### src/executor_defines.vh
// Function codes and fixed constants for the instruction executor
`ifndef EXECUTOR_DEFINES_VH
`define EXECUTOR_DEFINES_VH
// Numbered function codes (hex form of the decimal code)
`define FC_NO_OPERATION 8'h00
`define FC_INTERLOCK_BEGIN 8'h02
`define FC_INTERLOCK_CLOSE 8'h03
`define FC_LATCH 8'h0b
`define FC_UP_DOWN_COUNTER 8'h0c
`define FC_RISING_EDGE_PULSE 8'h0d
`define FC_FALLING_EDGE_PULSE 8'h0e
`define FC_WHOLE_WORD_SHIFT 8'h10
`define FC_WORD_COMPARE 8'h14
`define FC_COPY_WORD 8'h15
`define FC_COPY_INVERTED 8'h16
`define FC_DECIMAL_TO_RADIX2 8'h17
`define FC_RADIX2_TO_DECIMAL 8'h18
`define FC_ARITH_SHIFT_LEFT 8'h19
`define FC_ARITH_SHIFT_RIGHT 8'h1a
`define FC_ROTATE_LEFT_THROUGH_CARRY 8'h1b
`define FC_ROTATE_RIGHT_THROUGH_CARRY 8'h1c
`define FC_INVERT_IN_PLACE 8'h1d
`define FC_DECIMAL_ADD 8'h1e
`define FC_DECIMAL_SUBTRACT 8'h1f
`define FC_BITWISE_CONJUNCTION 8'h22
`define FC_BITWISE_DISJUNCTION 8'h23
`define FC_BITWISE_EXCLUSIVE_OR 8'h24
`define FC_BITWISE_EQUIVALENCE 8'h25
`define FC_DECIMAL_PLUS_ONE 8'h26
`define FC_DECIMAL_MINUS_ONE 8'h27
`define FC_CARRY_FORCE_ONE 8'h28
`define FC_CARRY_FORCE_ZERO 8'h29
`define FC_DIGIT_SHIFT_LEFT 8'h4a
`define FC_DIGIT_SHIFT_RIGHT 8'h4b
`define FC_NIBBLE_TO_ONEHOT 8'h4c
`define FC_HIGHEST_BIT_ENCODER 8'h4d
// Basic instructions carry no printed code; these are local codes
`define FC_OUTPUT_BIT 8'hf0
`define FC_OUTPUT_BIT_INVERTED 8'hf1
`define FC_CONDITIONAL_BIT_SET 8'hf2
`define FC_CONDITIONAL_BIT_CLEAR 8'hf3
`define FC_DELAY_TIMER 8'hf4
// Word and digit constants
`define WORD_ZERO 16'h0000
`define DIGIT_NINE 5'h09
`define DIGIT_ADJUST 5'h06
`define DIGIT_TEN 5'h0a
`define DECIMAL_LIMIT 16'h270f
`define WEIGHT_THOUSAND 16'h03e8
`define WEIGHT_HUNDRED 16'h0064
`define WEIGHT_TEN 16'h000a
`define NIBBLE_MASK 16'h000f
`endif

### src/plc_instruction_executor.v
// Single-step execution unit for bit, word, decimal and range instructions
`timescale 1ns/100ps
//
// Operation
// - Code 34 ANDs two words; code 35 ORs them.
// - Code 36 sets bits where words differ; code 37 where they agree.
// - Code 21 copies source word or constant to destination unchanged.
// - Code 22 writes the inverted source word or constant to destination.
// - Code 23 converts decimal-coded to binary; code 24 binary back to decimal.
// - Codes 25/26 shift one word left/right; shifted-out bit enters carry.
// - Codes 27/28 rotate one word left/right through carry, seventeen-bit ring.
// - Code 29 inverts every bit of the addressed word in place.
// - Code 30 adds two decimal words plus carry, writing sum and carry.
// - Code 31 subtracts decimal word and carry from another decimal word.
// - Codes 38/39 add or subtract one, keeping decimal coding.
// - Code 40 forces carry to one; code 41 forces it to zero.
// - Code 20 compares two words, raising exactly one relation flag.
// - Codes 13/14 pulse the target bit for one scan on rise/fall.
// - Code 11 is a set/reset latch holding while both inputs idle.
// - Code 12 counts up/down on off-to-on changes of its inputs.
// - Code 16 shifts a word range one word toward end, zero at start.
// - Codes 74/75 shift a word range left/right by one digit.
// - Code 76 decodes a selected digit and sets that bit position.
// - Code 77 encodes the highest set bit position into a result digit.
// - Conditional clear/set change the bit only when the condition is on.
// - While interlocked: outputs off, timers reset, others idle, counters kept.
module plc_instruction_executor #(
  parameter SLOTS = 16,
  parameter SLOT_AW = 4,
  parameter RANGE_WORDS = 16,
  parameter RANGE_AW = 4
) (
  input wire sys_clk,
  input wire rst_n,
  input wire exec_start,
  input wire [7:0] func_code,
  input wire imm_form,
  input wire exec_cond,
  input wire reset_in,
  input wire inc_in,
  input wire dec_in,
  input wire [SLOT_AW-1:0] slot_sel,
  input wire [15:0] src_a,
  input wire [15:0] src_b,
  input wire bit_in,
  input wire [1:0] digit_sel,
  input wire [RANGE_AW-1:0] range_start,
  input wire [RANGE_AW-1:0] range_end,
  input wire mem_wr_en,
  input wire [RANGE_AW-1:0] mem_addr,
  input wire [15:0] mem_wdata,
  output reg done_q,
  output reg [15:0] result_q,
  output reg result_we_q,
  output reg bit_q,
  output reg bit_we_q,
  output reg timer_reset_q,
  output reg carry_flag_q,
  output reg above_flag_q,
  output reg same_value_flag_q,
  output reg below_flag_q,
  output reg error_q,
  output reg interlocked_q,
  output reg [15:0] mem_rdata_q
);
`include "executor_defines.vh"

  ////////////////////////////////////////////////////////////////////////////////
  // Decimal and bit-position helpers
  function bcd_ok;
    input [15:0] v;
    integer k;
    begin
      bcd_ok = 1'b1;
      for (k = 0; k < 4; k = k + 1) begin
        if ({1'b0, v[4*k +: 4]} > `DIGIT_NINE) begin
          bcd_ok = 1'b0;
        end
      end
    end
  endfunction

  // Sum of digits with carry chain; top bit is the carry out
  function [16:0] bcd_add;
    input [15:0] a;
    input [15:0] b;
    input cin;
    integer k;
    reg [4:0] s;
    reg c;
    begin
      c = cin;
      bcd_add = 17'h00000;
      for (k = 0; k < 4; k = k + 1) begin
        s = {1'b0, a[4*k +: 4]} + {1'b0, b[4*k +: 4]} + {4'h0, c};
        c = (s > `DIGIT_NINE);
        if (c) begin
          s = s + `DIGIT_ADJUST;
        end
        bcd_add[4*k +: 4] = s[3:0];
      end
      bcd_add[16] = c;
    end
  endfunction

  // Difference with borrow chain; a negative result wraps to ten's complement
  function [16:0] bcd_sub;
    input [15:0] a;
    input [15:0] b;
    input decimal_to_radix2;
    integer k;
    reg [4:0] s;
    reg br;
    begin
      br = decimal_to_radix2;
      bcd_sub = 17'h00000;
      for (k = 0; k < 4; k = k + 1) begin
        s = {1'b0, a[4*k +: 4]} - {1'b0, b[4*k +: 4]} - {4'h0, br};
        br = s[4];
        if (br) begin
          s = s + `DIGIT_TEN;
        end
        bcd_sub[4*k +: 4] = s[3:0];
      end
      bcd_sub[16] = br;
    end
  endfunction

  function [15:0] bcd_to_binary;
    input [15:0] v;
    begin
      bcd_to_binary = {12'h000, v[15:12]} * `WEIGHT_THOUSAND + {12'h000, v[11:8]} * `WEIGHT_HUNDRED
        + {12'h000, v[7:4]} * `WEIGHT_TEN + {12'h000, v[3:0]};
    end
  endfunction

  // Shift-and-add-three; caller rejects values above 9999
  function [15:0] binary_to_bcd;
    input [15:0] v;
    integer k;
    integer j;
    reg [31:0] sh;
    begin
      sh = {16'h0000, v};
      for (k = 0; k < 16; k = k + 1) begin
        for (j = 0; j < 4; j = j + 1) begin
          if (sh[16 + 4*j +: 4] > 4'h4) begin
            sh[16 + 4*j +: 4] = sh[16 + 4*j +: 4] + 4'h3;
          end
        end
        sh = {sh[30:0], 1'b0};
      end
      binary_to_bcd = sh[31:16];
    end
  endfunction

  function [3:0] highest_bit;
    input [15:0] v;
    integer k;
    begin
      highest_bit = 4'h0;
      for (k = 0; k < 16; k = k + 1) begin
        if (v[k]) begin
          highest_bit = k[3:0];
        end
      end
    end
  endfunction

  ////////////////////////////////////////////////////////////////////////////////
  // State held across scans
  reg [15:0] mem_q [0:RANGE_WORDS-1];
  reg [15:0] count_q [0:SLOTS-1];
  reg [SLOTS-1:0] edge_prev_q;
  reg [SLOTS-1:0] inc_prev_q;
  reg [SLOTS-1:0] dec_prev_q;

  reg [15:0] result_d;
  reg result_we_d;
  reg bit_d;
  reg bit_we_d;
  reg timer_reset_d;
  reg carry_d;
  reg above_d;
  reg same_d;
  reg below_d;
  reg error_d;
  reg interlocked_d;
  reg edge_wr;
  reg count_wr;
  reg [15:0] count_d;
  reg [2:0] range_op;
  reg [16:0] wide;
  reg [3:0] nib;
  reg [15:0] dmask;
  wire run = exec_start & exec_cond;
  wire [15:0] count_now = count_q[slot_sel];
  wire [4:0] dsh = {1'b0, digit_sel, 2'b00};
  wire [RANGE_WORDS*16-1:0] mem_nx;

  ////////////////////////////////////////////////////////////////////////////////
  // Decode and execute one instruction per start strobe
  always @* begin
    result_d = result_q;
    result_we_d = 1'b0;
    bit_d = bit_q;
    bit_we_d = 1'b0;
    timer_reset_d = 1'b0;
    carry_d = carry_flag_q;
    above_d = above_flag_q;
    same_d = same_value_flag_q;
    below_d = below_flag_q;
    error_d = 1'b0;
    interlocked_d = interlocked_q;
    edge_wr = 1'b0;
    count_wr = 1'b0;
    count_d = count_now;
    range_op = 3'b000;
    wide = 17'h00000;
    nib = src_a[dsh[3:0] +: 4];
    dmask = `NIBBLE_MASK << dsh;
    if (exec_start && interlocked_q && func_code != `FC_INTERLOCK_BEGIN && func_code != `FC_INTERLOCK_CLOSE) begin
      case (func_code)
        `FC_OUTPUT_BIT, `FC_OUTPUT_BIT_INVERTED: begin
          bit_d = 1'b0;
          bit_we_d = 1'b1;
        end
        `FC_DELAY_TIMER: begin
          timer_reset_d = 1'b1;
        end
        default: begin
        end
      endcase
    end else if (exec_start) begin
      // prefix form ignored here, both run alike
      case (func_code)
        `FC_INTERLOCK_BEGIN: begin
          interlocked_d = ~exec_cond;
        end
        `FC_INTERLOCK_CLOSE: begin
          interlocked_d = 1'b0;
        end
        `FC_OUTPUT_BIT: begin
          bit_d = exec_cond;
          bit_we_d = 1'b1;
        end
        `FC_OUTPUT_BIT_INVERTED: begin
          bit_d = ~exec_cond;
          bit_we_d = 1'b1;
        end
        `FC_CONDITIONAL_BIT_SET, `FC_CONDITIONAL_BIT_CLEAR: begin
          bit_d = (func_code == `FC_CONDITIONAL_BIT_SET);
          bit_we_d = exec_cond;
        end
        `FC_LATCH: begin
          bit_d = reset_in ? 1'b0 : (exec_cond | bit_in);
          bit_we_d = 1'b1;
        end
        `FC_RISING_EDGE_PULSE, `FC_FALLING_EDGE_PULSE: begin
          bit_d = (func_code == `FC_RISING_EDGE_PULSE) ? (exec_cond & ~edge_prev_q[slot_sel])
            : (~exec_cond & edge_prev_q[slot_sel]);
          bit_we_d = 1'b1;
          edge_wr = 1'b1;
        end
        `FC_UP_DOWN_COUNTER: begin
          count_wr = 1'b1;
          if (reset_in) begin
            count_d = `WORD_ZERO;
          end else if (inc_in && !inc_prev_q[slot_sel] && !(dec_in && !dec_prev_q[slot_sel])) begin
            wide = bcd_add(count_now, `WORD_ZERO, 1'b1);
            count_d = wide[15:0];
          end else if (dec_in && !dec_prev_q[slot_sel] && !(inc_in && !inc_prev_q[slot_sel])) begin
            wide = bcd_sub(count_now, `WORD_ZERO, 1'b1);
            count_d = wide[15:0];
          end
          result_d = count_d;
          result_we_d = 1'b1;
        end
        default: begin
          if (run) begin
            result_we_d = 1'b1;
            case (func_code)
              `FC_BITWISE_CONJUNCTION: result_d = src_a & src_b;
              `FC_BITWISE_DISJUNCTION: result_d = src_a | src_b;
              `FC_BITWISE_EXCLUSIVE_OR: result_d = src_a ^ src_b;
              `FC_BITWISE_EQUIVALENCE: result_d = ~(src_a ^ src_b);
              `FC_COPY_WORD: result_d = src_a;
              `FC_COPY_INVERTED: result_d = ~src_a;
              `FC_INVERT_IN_PLACE: result_d = ~src_a;
              `FC_DECIMAL_TO_RADIX2: begin
                result_d = bcd_to_binary(src_a);
                result_we_d = bcd_ok(src_a);
                error_d = ~bcd_ok(src_a);
              end
              `FC_RADIX2_TO_DECIMAL: begin
                result_d = binary_to_bcd(src_a);
                result_we_d = (src_a <= `DECIMAL_LIMIT);
                error_d = (src_a > `DECIMAL_LIMIT);
              end
              `FC_ARITH_SHIFT_LEFT: begin
                result_d = {src_a[14:0], 1'b0};
                carry_d = src_a[15];
              end
              `FC_ARITH_SHIFT_RIGHT: begin
                result_d = {1'b0, src_a[15:1]};
                carry_d = src_a[0];
              end
              `FC_ROTATE_LEFT_THROUGH_CARRY: begin
                result_d = {src_a[14:0], carry_flag_q};
                carry_d = src_a[15];
              end
              `FC_ROTATE_RIGHT_THROUGH_CARRY: begin
                result_d = {carry_flag_q, src_a[15:1]};
                carry_d = src_a[0];
              end
              `FC_DECIMAL_ADD, `FC_DECIMAL_SUBTRACT: begin
                wide = (func_code == `FC_DECIMAL_ADD) ? bcd_add(src_a, src_b, carry_flag_q)
                  : bcd_sub(src_a, src_b, carry_flag_q);
                result_d = wide[15:0];
                result_we_d = bcd_ok(src_a) & bcd_ok(src_b);
                error_d = ~(bcd_ok(src_a) & bcd_ok(src_b));
                carry_d = result_we_d ? wide[16] : carry_flag_q;
              end
              `FC_DECIMAL_PLUS_ONE, `FC_DECIMAL_MINUS_ONE: begin
                wide = (func_code == `FC_DECIMAL_PLUS_ONE) ? bcd_add(src_a, `WORD_ZERO, 1'b1)
                  : bcd_sub(src_a, `WORD_ZERO, 1'b1);
                result_d = wide[15:0];
                result_we_d = bcd_ok(src_a);
                error_d = ~bcd_ok(src_a);
              end
              `FC_CARRY_FORCE_ONE: begin
                carry_d = 1'b1;
                result_we_d = 1'b0;
              end
              `FC_CARRY_FORCE_ZERO: begin
                carry_d = 1'b0;
                result_we_d = 1'b0;
              end
              `FC_WORD_COMPARE: begin
                above_d = (src_a > src_b);
                same_d = (src_a == src_b);
                below_d = (src_a < src_b);
                result_we_d = 1'b0;
              end
              `FC_NIBBLE_TO_ONEHOT: result_d = 16'h0001 << nib;
              // highest set bit into chosen digit
              `FC_HIGHEST_BIT_ENCODER: begin
                result_d = (src_b & ~dmask) | ({12'h000, highest_bit(src_a)} << dsh);
                result_we_d = |src_a;
                error_d = ~|src_a;
              end
              `FC_WHOLE_WORD_SHIFT: begin
                range_op = 3'b001;
                result_we_d = 1'b0;
              end
              `FC_DIGIT_SHIFT_LEFT: begin
                range_op = 3'b010;
                result_we_d = 1'b0;
              end
              `FC_DIGIT_SHIFT_RIGHT: begin
                range_op = 3'b100;
                result_we_d = 1'b0;
              end
              default: result_we_d = 1'b0;
            endcase
          end
        end
      endcase
    end
  end

  ////////////////////////////////////////////////////////////////////////////////
  // Next value of each range word; an empty range (start above end) is left alone
  genvar gi;
  generate
    for (gi = 0; gi < RANGE_WORDS; gi = gi + 1) begin : g_word
      wire [15:0] lower_w;
      wire [15:0] upper_w;
      wire in_range = (gi >= range_start) && (gi <= range_end);
      if (gi == 0) begin : g_first
        assign lower_w = `WORD_ZERO;
      end else begin : g_lower
        assign lower_w = mem_q[gi-1];
      end
      if (gi == RANGE_WORDS - 1) begin : g_last
        assign upper_w = `WORD_ZERO;
      end else begin : g_upper
        assign upper_w = mem_q[gi+1];
      end
      assign mem_nx[gi*16 +: 16] = !in_range ? mem_q[gi]
        : range_op[0] ? ((gi == range_start) ? `WORD_ZERO : lower_w)
        : range_op[1] ? {mem_q[gi][11:0], (gi == range_start) ? 4'h0 : lower_w[15:12]}
        : range_op[2] ? {(gi == range_end) ? 4'h0 : upper_w[3:0], mem_q[gi][15:4]}
        : mem_q[gi];
    end
  endgenerate

  ////////////////////////////////////////////////////////////////////////////////
  // Registers; a range instruction beats a host word write in the same cycle
  integer i;
  always @(posedge sys_clk or negedge rst_n) begin
    if (!rst_n) begin
      done_q <= 1'b0;
      result_q <= `WORD_ZERO;
      result_we_q <= 1'b0;
      bit_q <= 1'b0;
      bit_we_q <= 1'b0;
      timer_reset_q <= 1'b0;
      carry_flag_q <= 1'b0;
      above_flag_q <= 1'b0;
      same_value_flag_q <= 1'b0;
      below_flag_q <= 1'b0;
      error_q <= 1'b0;
      interlocked_q <= 1'b0;
      mem_rdata_q <= `WORD_ZERO;
      edge_prev_q <= {SLOTS{1'b0}};
      inc_prev_q <= {SLOTS{1'b0}};
      dec_prev_q <= {SLOTS{1'b0}};
      for (i = 0; i < RANGE_WORDS; i = i + 1) begin
        mem_q[i] <= `WORD_ZERO;
      end
      for (i = 0; i < SLOTS; i = i + 1) begin
        count_q[i] <= `WORD_ZERO;
      end
    end else begin
      done_q <= exec_start;
      result_q <= result_d;
      result_we_q <= result_we_d;
      bit_q <= bit_d;
      bit_we_q <= bit_we_d;
      timer_reset_q <= timer_reset_d;
      carry_flag_q <= carry_d;
      above_flag_q <= above_d;
      same_value_flag_q <= same_d;
      below_flag_q <= below_d;
      error_q <= error_d;
      interlocked_q <= interlocked_d;
      mem_rdata_q <= mem_q[mem_addr];
      if (edge_wr) begin
        edge_prev_q[slot_sel] <= exec_cond;
      end
      if (count_wr) begin
        count_q[slot_sel] <= count_d;
        inc_prev_q[slot_sel] <= inc_in;
        dec_prev_q[slot_sel] <= dec_in;
      end
      if (|range_op) begin
        for (i = 0; i < RANGE_WORDS; i = i + 1) begin
          mem_q[i] <= mem_nx[i*16 +: 16];
        end
      end else if (mem_wr_en) begin
        mem_q[mem_addr] <= mem_wdata;
      end
    end
  end

endmodule

### config.mk
export PLATFORM = sky130hd
export DESIGN_NAME = plc_instruction_executor
export DESIGN_NICKNAME = d
export VERILOG_FILES = /design/src/plc_instruction_executor.v
export VERILOG_INCLUDE_DIRS = /design/src
export SDC_FILE = /design/constraint.sdc
export NUM_CORES = 2
export LEC_CHECK = 0
export BUFFER_PORTS_ARGS = -buffer_cell sky130_fd_sc_hd__buf_2
export CORE_MARGIN = 2
export CORE_UTILIZATION = 45
export CTS_BUF_LIST = sky130_fd_sc_hd__clkbuf_4
export DETAILED_ROUTE_END_ITERATION = 10
export PLACE_DENSITY = 0.62
export SYNTH_ARGS = -nofsm -noshare
export SYNTH_HDL_FRONTEND = slang
export SYNTH_SLANG_ARGS = --single-unit
### constraint.sdc
create_clock -name sys_clk -period 8.8 [get_ports sys_clk]
set_input_delay 1.76 -clock sys_clk [delete_from_list [all_inputs] [get_ports sys_clk]]
set_output_delay 1.76 -clock sys_clk [all_outputs]
set_load 0.02 [all_outputs]
# After elaboration in Yosys (flattened, before gate mapping)
# Cells that the tools add are included.
# word_totals
reg_bits,603
wordCells,862
inputBits,84
output_inout_bits,43
# classes
addsub,93
reduce_logical,73
n_shift,4
multipliers,3
n_lt_le_gt_ge,94
eq_ne,87
bitwise_logic,23
n_mux,437
# ops
cell,count
16-bit 2-to-1 mux,93
4-bit 2-to-1 mux,238
256-bit bitwise mux,2
256-bit 2-to-1 mux,2
16-bit case mux with 16 select lines,1
16-bit binary-select mux with 4-bit select,2
16-bit demux with 4-bit select,2
"4-bit by 3-bit > comparator with 1-bit output, second input constant",30
"4-bit by 2-bit adder with 4-bit output, second input constant",27
"8-bit by 5-bit equality test with 1-bit output, second input constant",13
3-bit 2-to-1 mux,23
"8-bit by 6-bit equality test with 1-bit output, second input constant",8
"4-bit equality test, first input constant",15
"5-bit by 4-bit > comparator with 1-bit output, second input constant",12
1-bit 2-to-1 mux,57
3-bit AND reduction,18
"4-bit by 3-bit adder with 4-bit output, second input constant",12
"4-bit adder, second input constant",12
16-bit bitwise mux,3
16-bit NOT,3
"8-bit equality test, second input constant",5
"2-bit != test, second input constant",17
16-bit bitwise AND,2
"3-bit by 4-bit equality test with 1-bit output, first input constant",8
other kinds (76),209

# Depth between registers and ports, before layout
# depth
depth_word,89
depth_mapped,83
ltp_nobuf,74

# Least setup slack after synthesis
# Ideal clock, no wire load.
# synth_path
path_kind,in2reg
startpoint,in src_a[14]
endpoint,reg result_q[11]
setup_ns,0.132
n_path_buf,9
t_arrival_ns,16.078
setup_slack_ns,-7.410
path_stages,82
t_required_ns,8.668
path_cell_list,clkbuf_1 inv_1 ha_1 inv_1 ha_1 buf_6 xor2_2 inv_2 ha_1 nor2b_1 a311o_1 and2_1 ha_1 clkbuf_2 nand2b_1 a2bb2oi_1 o211a_1 buf_6 [46 not listed] ha_1 inv_1 and2_1 a41oi_2 ha_1 clkbuf_1 nor2_1 mux2i_1 ha_1 nor2_1 a221oi_1 a21boi_1 xor2_1 ha_1 a21o_1 mux2_2 a221oi_1 o21ai_1
# synth_between
elab_chain_cells,89
word_cells_on_any_way,229
classes_between,add/sub: 30; mul: 1; order compare: 27; shift: 3; mux: 167; bitwise: 1
# synth_rtl
item,line,text
"start, declared",plc_instruction_executor.v:43,"input wire [15:0] src_a,"
3-bit by 2-bit adder with 4-bit output or 3-bit > comparator (tied branches),"plc_instruction_executor.v:148, plc_instruction_executor.v:147",
4-bit 2-to-1 mux,plc_instruction_executor.v:147,if (sh[16 + 4*j +: 4] > 4'h4) begin
4-bit 2-to-1 mux,plc_instruction_executor.v:282,case (func_code)
4-bit 2-to-1 mux,plc_instruction_executor.v:280,if (run) begin
4-bit 2-to-1 mux,plc_instruction_executor.v:236,case (func_code)
4-bit 2-to-1 mux,plc_instruction_executor.v:234,end else if (exec_start) begin
4-bit 2-to-1 mux,plc_instruction_executor.v:222,if (exec_start && interlocked_q && func_code != `FC_INTERLOCK_BEGIN && func_code != `FC_INTERLOCK_CLOSE) begin
4-bit by 2-bit adder with 4-bit output or 4-bit by 3-bit > comparator with 1-bit output (tied branches),"plc_instruction_executor.v:148, plc_instruction_executor.v:147",
[73 not listed],n/a,
4-bit 2-to-1 mux,plc_instruction_executor.v:236,
4-bit 2-to-1 mux,plc_instruction_executor.v:234,
4-bit 2-to-1 mux,plc_instruction_executor.v:222,
4-bit by 2-bit adder with 4-bit output or 4-bit by 3-bit > comparator with 1-bit output (tied branches),"plc_instruction_executor.v:148, plc_instruction_executor.v:147",
4-bit 2-to-1 mux,plc_instruction_executor.v:147,
16-bit case mux with 16 select lines (*),plc_instruction_executor.v:282,
16-bit 2-to-1 mux (*),plc_instruction_executor.v:280,
16-bit case mux with 2 select lines (*),plc_instruction_executor.v:236,
"end signal, assigned",plc_instruction_executor.v:404,result_q <= `WORD_ZERO;
"end signal, assigned",plc_instruction_executor.v:427,result_q <= result_d;
"end, declared",plc_instruction_executor.v:53,"output reg [15:0] result_q,"
# Every way passes the cells marked *; elsewhere a longest branch is shown, timed or not. The select of a mux whose other input is x is not followed.
# A chain may end at the register's enable or synchronous reset.

# Final worst setup path
# Same ends and word-level chain as after synthesis.

==> out/metrics.cfg <==
[drt]
ant_nets = 0
dr.first_iter.drc_count = 5215
wirelength_um = 170000
vias = 45220
wl_per_cell_um = 23.47
drc = 0
drt_pre_antenna_iters = 7
vias_per_cell = 6.245

[sta]
maxClockFrequency_mhz = 80.03
drv_slew = 0
relSlewSlack = 0.1709
setup_ws_ns = -3.695
tightestPinTransition_ns = 1.244
finalWorstPathRequiredPeriod_ns = 12.50
portion_of_the_clock_cycle_consumed_by_the_worst_path_in_the_final_layout = 1.420
tns_ns = -51.99
rsz0062_at_grt = true
final-hold-violation-count = 0
clk_skew_ns = 0.07706
setup_violations = 15

[logic_synthesis]
syn-mean-instance-area_um2 = 8.693
mappedNetlistArea_um2 = 46050
synth_largest_type_area_fraction = 0.3277
synth_cell_types = 117
ys.flop_type = dfrtp_1
synth_edf_count = 0
synth_async_sr_flop_share = 1.000
synthMostInstantiatedCell = nand2_1
synth_warn = 0
synthDominantAreaCellType = dfrtp_1
register_area_share_after_synthesis = 0.3277
syn_inst = 5297
yosys-top-cells-area = dfrtp_1 33%, mux4_2 8.8%, nand2_1 6.6%, ha_1 6.5%, a21oi_1 5.9%
ys_ff_latch = 603
synth_nets = 5654
ys_top_cells_by_count = 815 x nand2_1, 603 x dfrtp_1, 547 x a21oi_1

[floorplanning]
row_count = 117
core-area_um2 = 101600
die_width_um = 323.9
die_area_um2 = 104900
floorplan.io_pins = 127
floorplan.initialDensity = 0.4532
die_y_um = 323.9

[run]
maxCapViolations = 0

[global_route]
grt.total_usage = 0.3224
number_of_global_route_vias_before_repair = 43440
grt_pass1_wl_um = 262500
grt_start_max_net_pins = 219
antenna_violations_before_repair = 5
grt_overflow = 0

[worst_setup_path]
critPathKind = in2reg
worstPathArrival_ns = 13.37
worst_setup_path_end_kind = flip-flop
cpLargestDelayFamily = compound AO/OA/AOI/OAI gates
timing.critical_path.slowest_cell_delay_ns = 0.55
critPathSlowestCell = or4_4
cp_common_cell = ha_4
cp_max_fo = 4
critPathLaunchType = primary input
worst-path-buf-inv = 14
crit_required_ns = 9.68

[final_layout]
design.final.nets = 6122
fillers = 9518
final_layout_size_suffix_gt1_frac = 0.2565
finish.instance_area_um2 = 54760
layout-area-overhead-vs-synth_pct = 18.92

[clocking]
root_buffer = clkbuf_4
clk_transition_reported_paths_ns = 0.06
numCtsBuffers = 162
tritoncts = done
ctsLongestPathBuffers = 3
h_tree_depth = 4
clock_latency_ns = 1.09
numClockSinks = 603

[place]
globalplace.congestion = 1.018
placedInstanceArea_um2 = 51420
port_buffers = 125
hpwlAfterDp_um = 114600

[min_path]
worst_hold_path_type = reg2reg

[run_status]
violations_in_the_final_reports = negative setup slack
status = finished, violations left

[layout by cell type, fill, tap and decap left out, drive strengths merged, types with 22 or more instances in the layout]
| cell | instances |
|---|---|
| fa | 33 |
| buf | 711 |
| a21o | 22 |
| nand2 | 817 |
| xor2 | 37 |
| o21ai | 435 |
| nand3 | 137 |
| inv | 188 |
| clkbuf | 213 |
| dfrtp | 603 |
| nor2b | 40 |
| mux4 | 180 |
| clkinv | 42 |
| mux2i | 42 |
| a221oi | 179 |
| o221ai | 26 |
| and2 | 36 |
| a22oi | 55 |
| nor3 | 71 |
| mux2 | 124 |
| ha | 240 |
| nor4 | 32 |
| a31oi | 30 |
| xnor2 | 92 |
| nor2 | 456 |
| a221o | 41 |
| o211ai | 35 |
| nand2b | 43 |
| a211oi | 35 |
| or3 | 25 |
| a21oi | 552 |
[repair_timing]
item,in CTS,in global routing
gates resized for setup,108,74
hold buffers,0,0
buffers inserted,47,19
setup endpoints to repair,15,15
pin swaps,84,59
[path summary, 6_finish.rpt]
check	start	endpoint	slack, ns	cells past startpoint
max	src_a[14]	result_q[11]$_DFFE_PN0P_	-3.70	73
min	count_q[87]$_DFFE_PN0P_	count_q[87]$_DFFE_PN0P_	0.47	2
max reg2reg	carry_flag_q$_DFFE_PN0P_	result_q[13]$_DFFE_PN0P_	1.01	35
min reg2reg	count_q[87]$_DFFE_PN0P_	count_q[87]$_DFFE_PN0P_	0.47	2
max in group asynchronous	rst_n	g_word[3].upper_w[0]$_DFFE_PN0P_	6.56	2
min in group asynchronous	rst_n	carry_flag_q$_DFFE_PN0P_	0.62	1
[metrics by stage]
| step | setup slack, ns | std cells | hold WS, ns | util |
|---|---|---|---|---|
| after floorplan | -5.756 | 5297 | 0.4446 | - |
| after global placement | -4.789 | 6905 | 0.4565 | 0.5061 |
| after detailed placement | -4.993 | 6905 | 0.4652 | 0.5061 |
| after CTS | -3.508 | 7218 | 0.4785 | 0.5341 |
| after global routing | -4.280 | 7238 | 0.4996 | 0.5389 |
| final | -3.695 | 7241 | 0.4738 | 0.5390 |
[state kept, by name (all words and copies together) (netlist names)]
name               flops
above_flag_q           1
below_flag_q           1
bit_q                  1
bit_we_q               1
carry_flag_q           1
count_q              256
dec_prev_q            16
done_q                 1
edge_prev_q           16
error_q                1
g_word.lower_w        48
g_word.upper_w       208
inc_prev_q            16
interlocked_q          1
mem_rdata_q           16
result_q              16
result_we_q            1
same_value_flag_q      1
timer_reset_q          1
[worst reg2reg max path: cells and delay by family, from the launching register on]
kind | cells | cell delay, ns
adder cells (fa/ha/maj) | 8 | 3.15
AO/OA/AOI/OAI | 7 | 1.40
AND/OR/NAND/NOR | 7 | 0.87
XOR/XNOR | 3 | 0.48
flip-flops | 1 | 0.47
buffers and inverters | 10 | 1.25
[area by class of cell]
class	count	area (um^2)	share of cell area
repair buffers	711	5210	0.09515
diodes	6	15.01	0.0002742
multi-input cells	4106	30050	0.5489
clock buffers	213	1599	0.02920
clock inverters	53	366.6	0.006695
well taps	1368	1712	0.03126
flip-flops and latches	603	15090	0.2756
inverters	181	709.4	0.01296
[cell families after synthesis]
kind of cell,after synthesis,synth area share
simple gates,1728,0.1631
compound gates,1630,0.2269
flops,603,0.3277
buf+inv,588,0.04926
mux,346,0.1283
fa+ha+maj,273,0.07956
xor+xnor,129,0.02519
[layer usage]
layer | track usage | vias to the layer above | routed length [um]
li1 | - | 20400 | -
met1 | 0.4347 | 21920 | 68470
met2 | 0.4961 | 2406 | 76030
met3 | 0.06456 | 499 | 16380
met4 | 0.1570 | 4 | 9042
met5 | 0 | - | 23
Power is not shown: default switching activity piles up to over one toggle a cycle in this logic, so the estimate is an artifact.
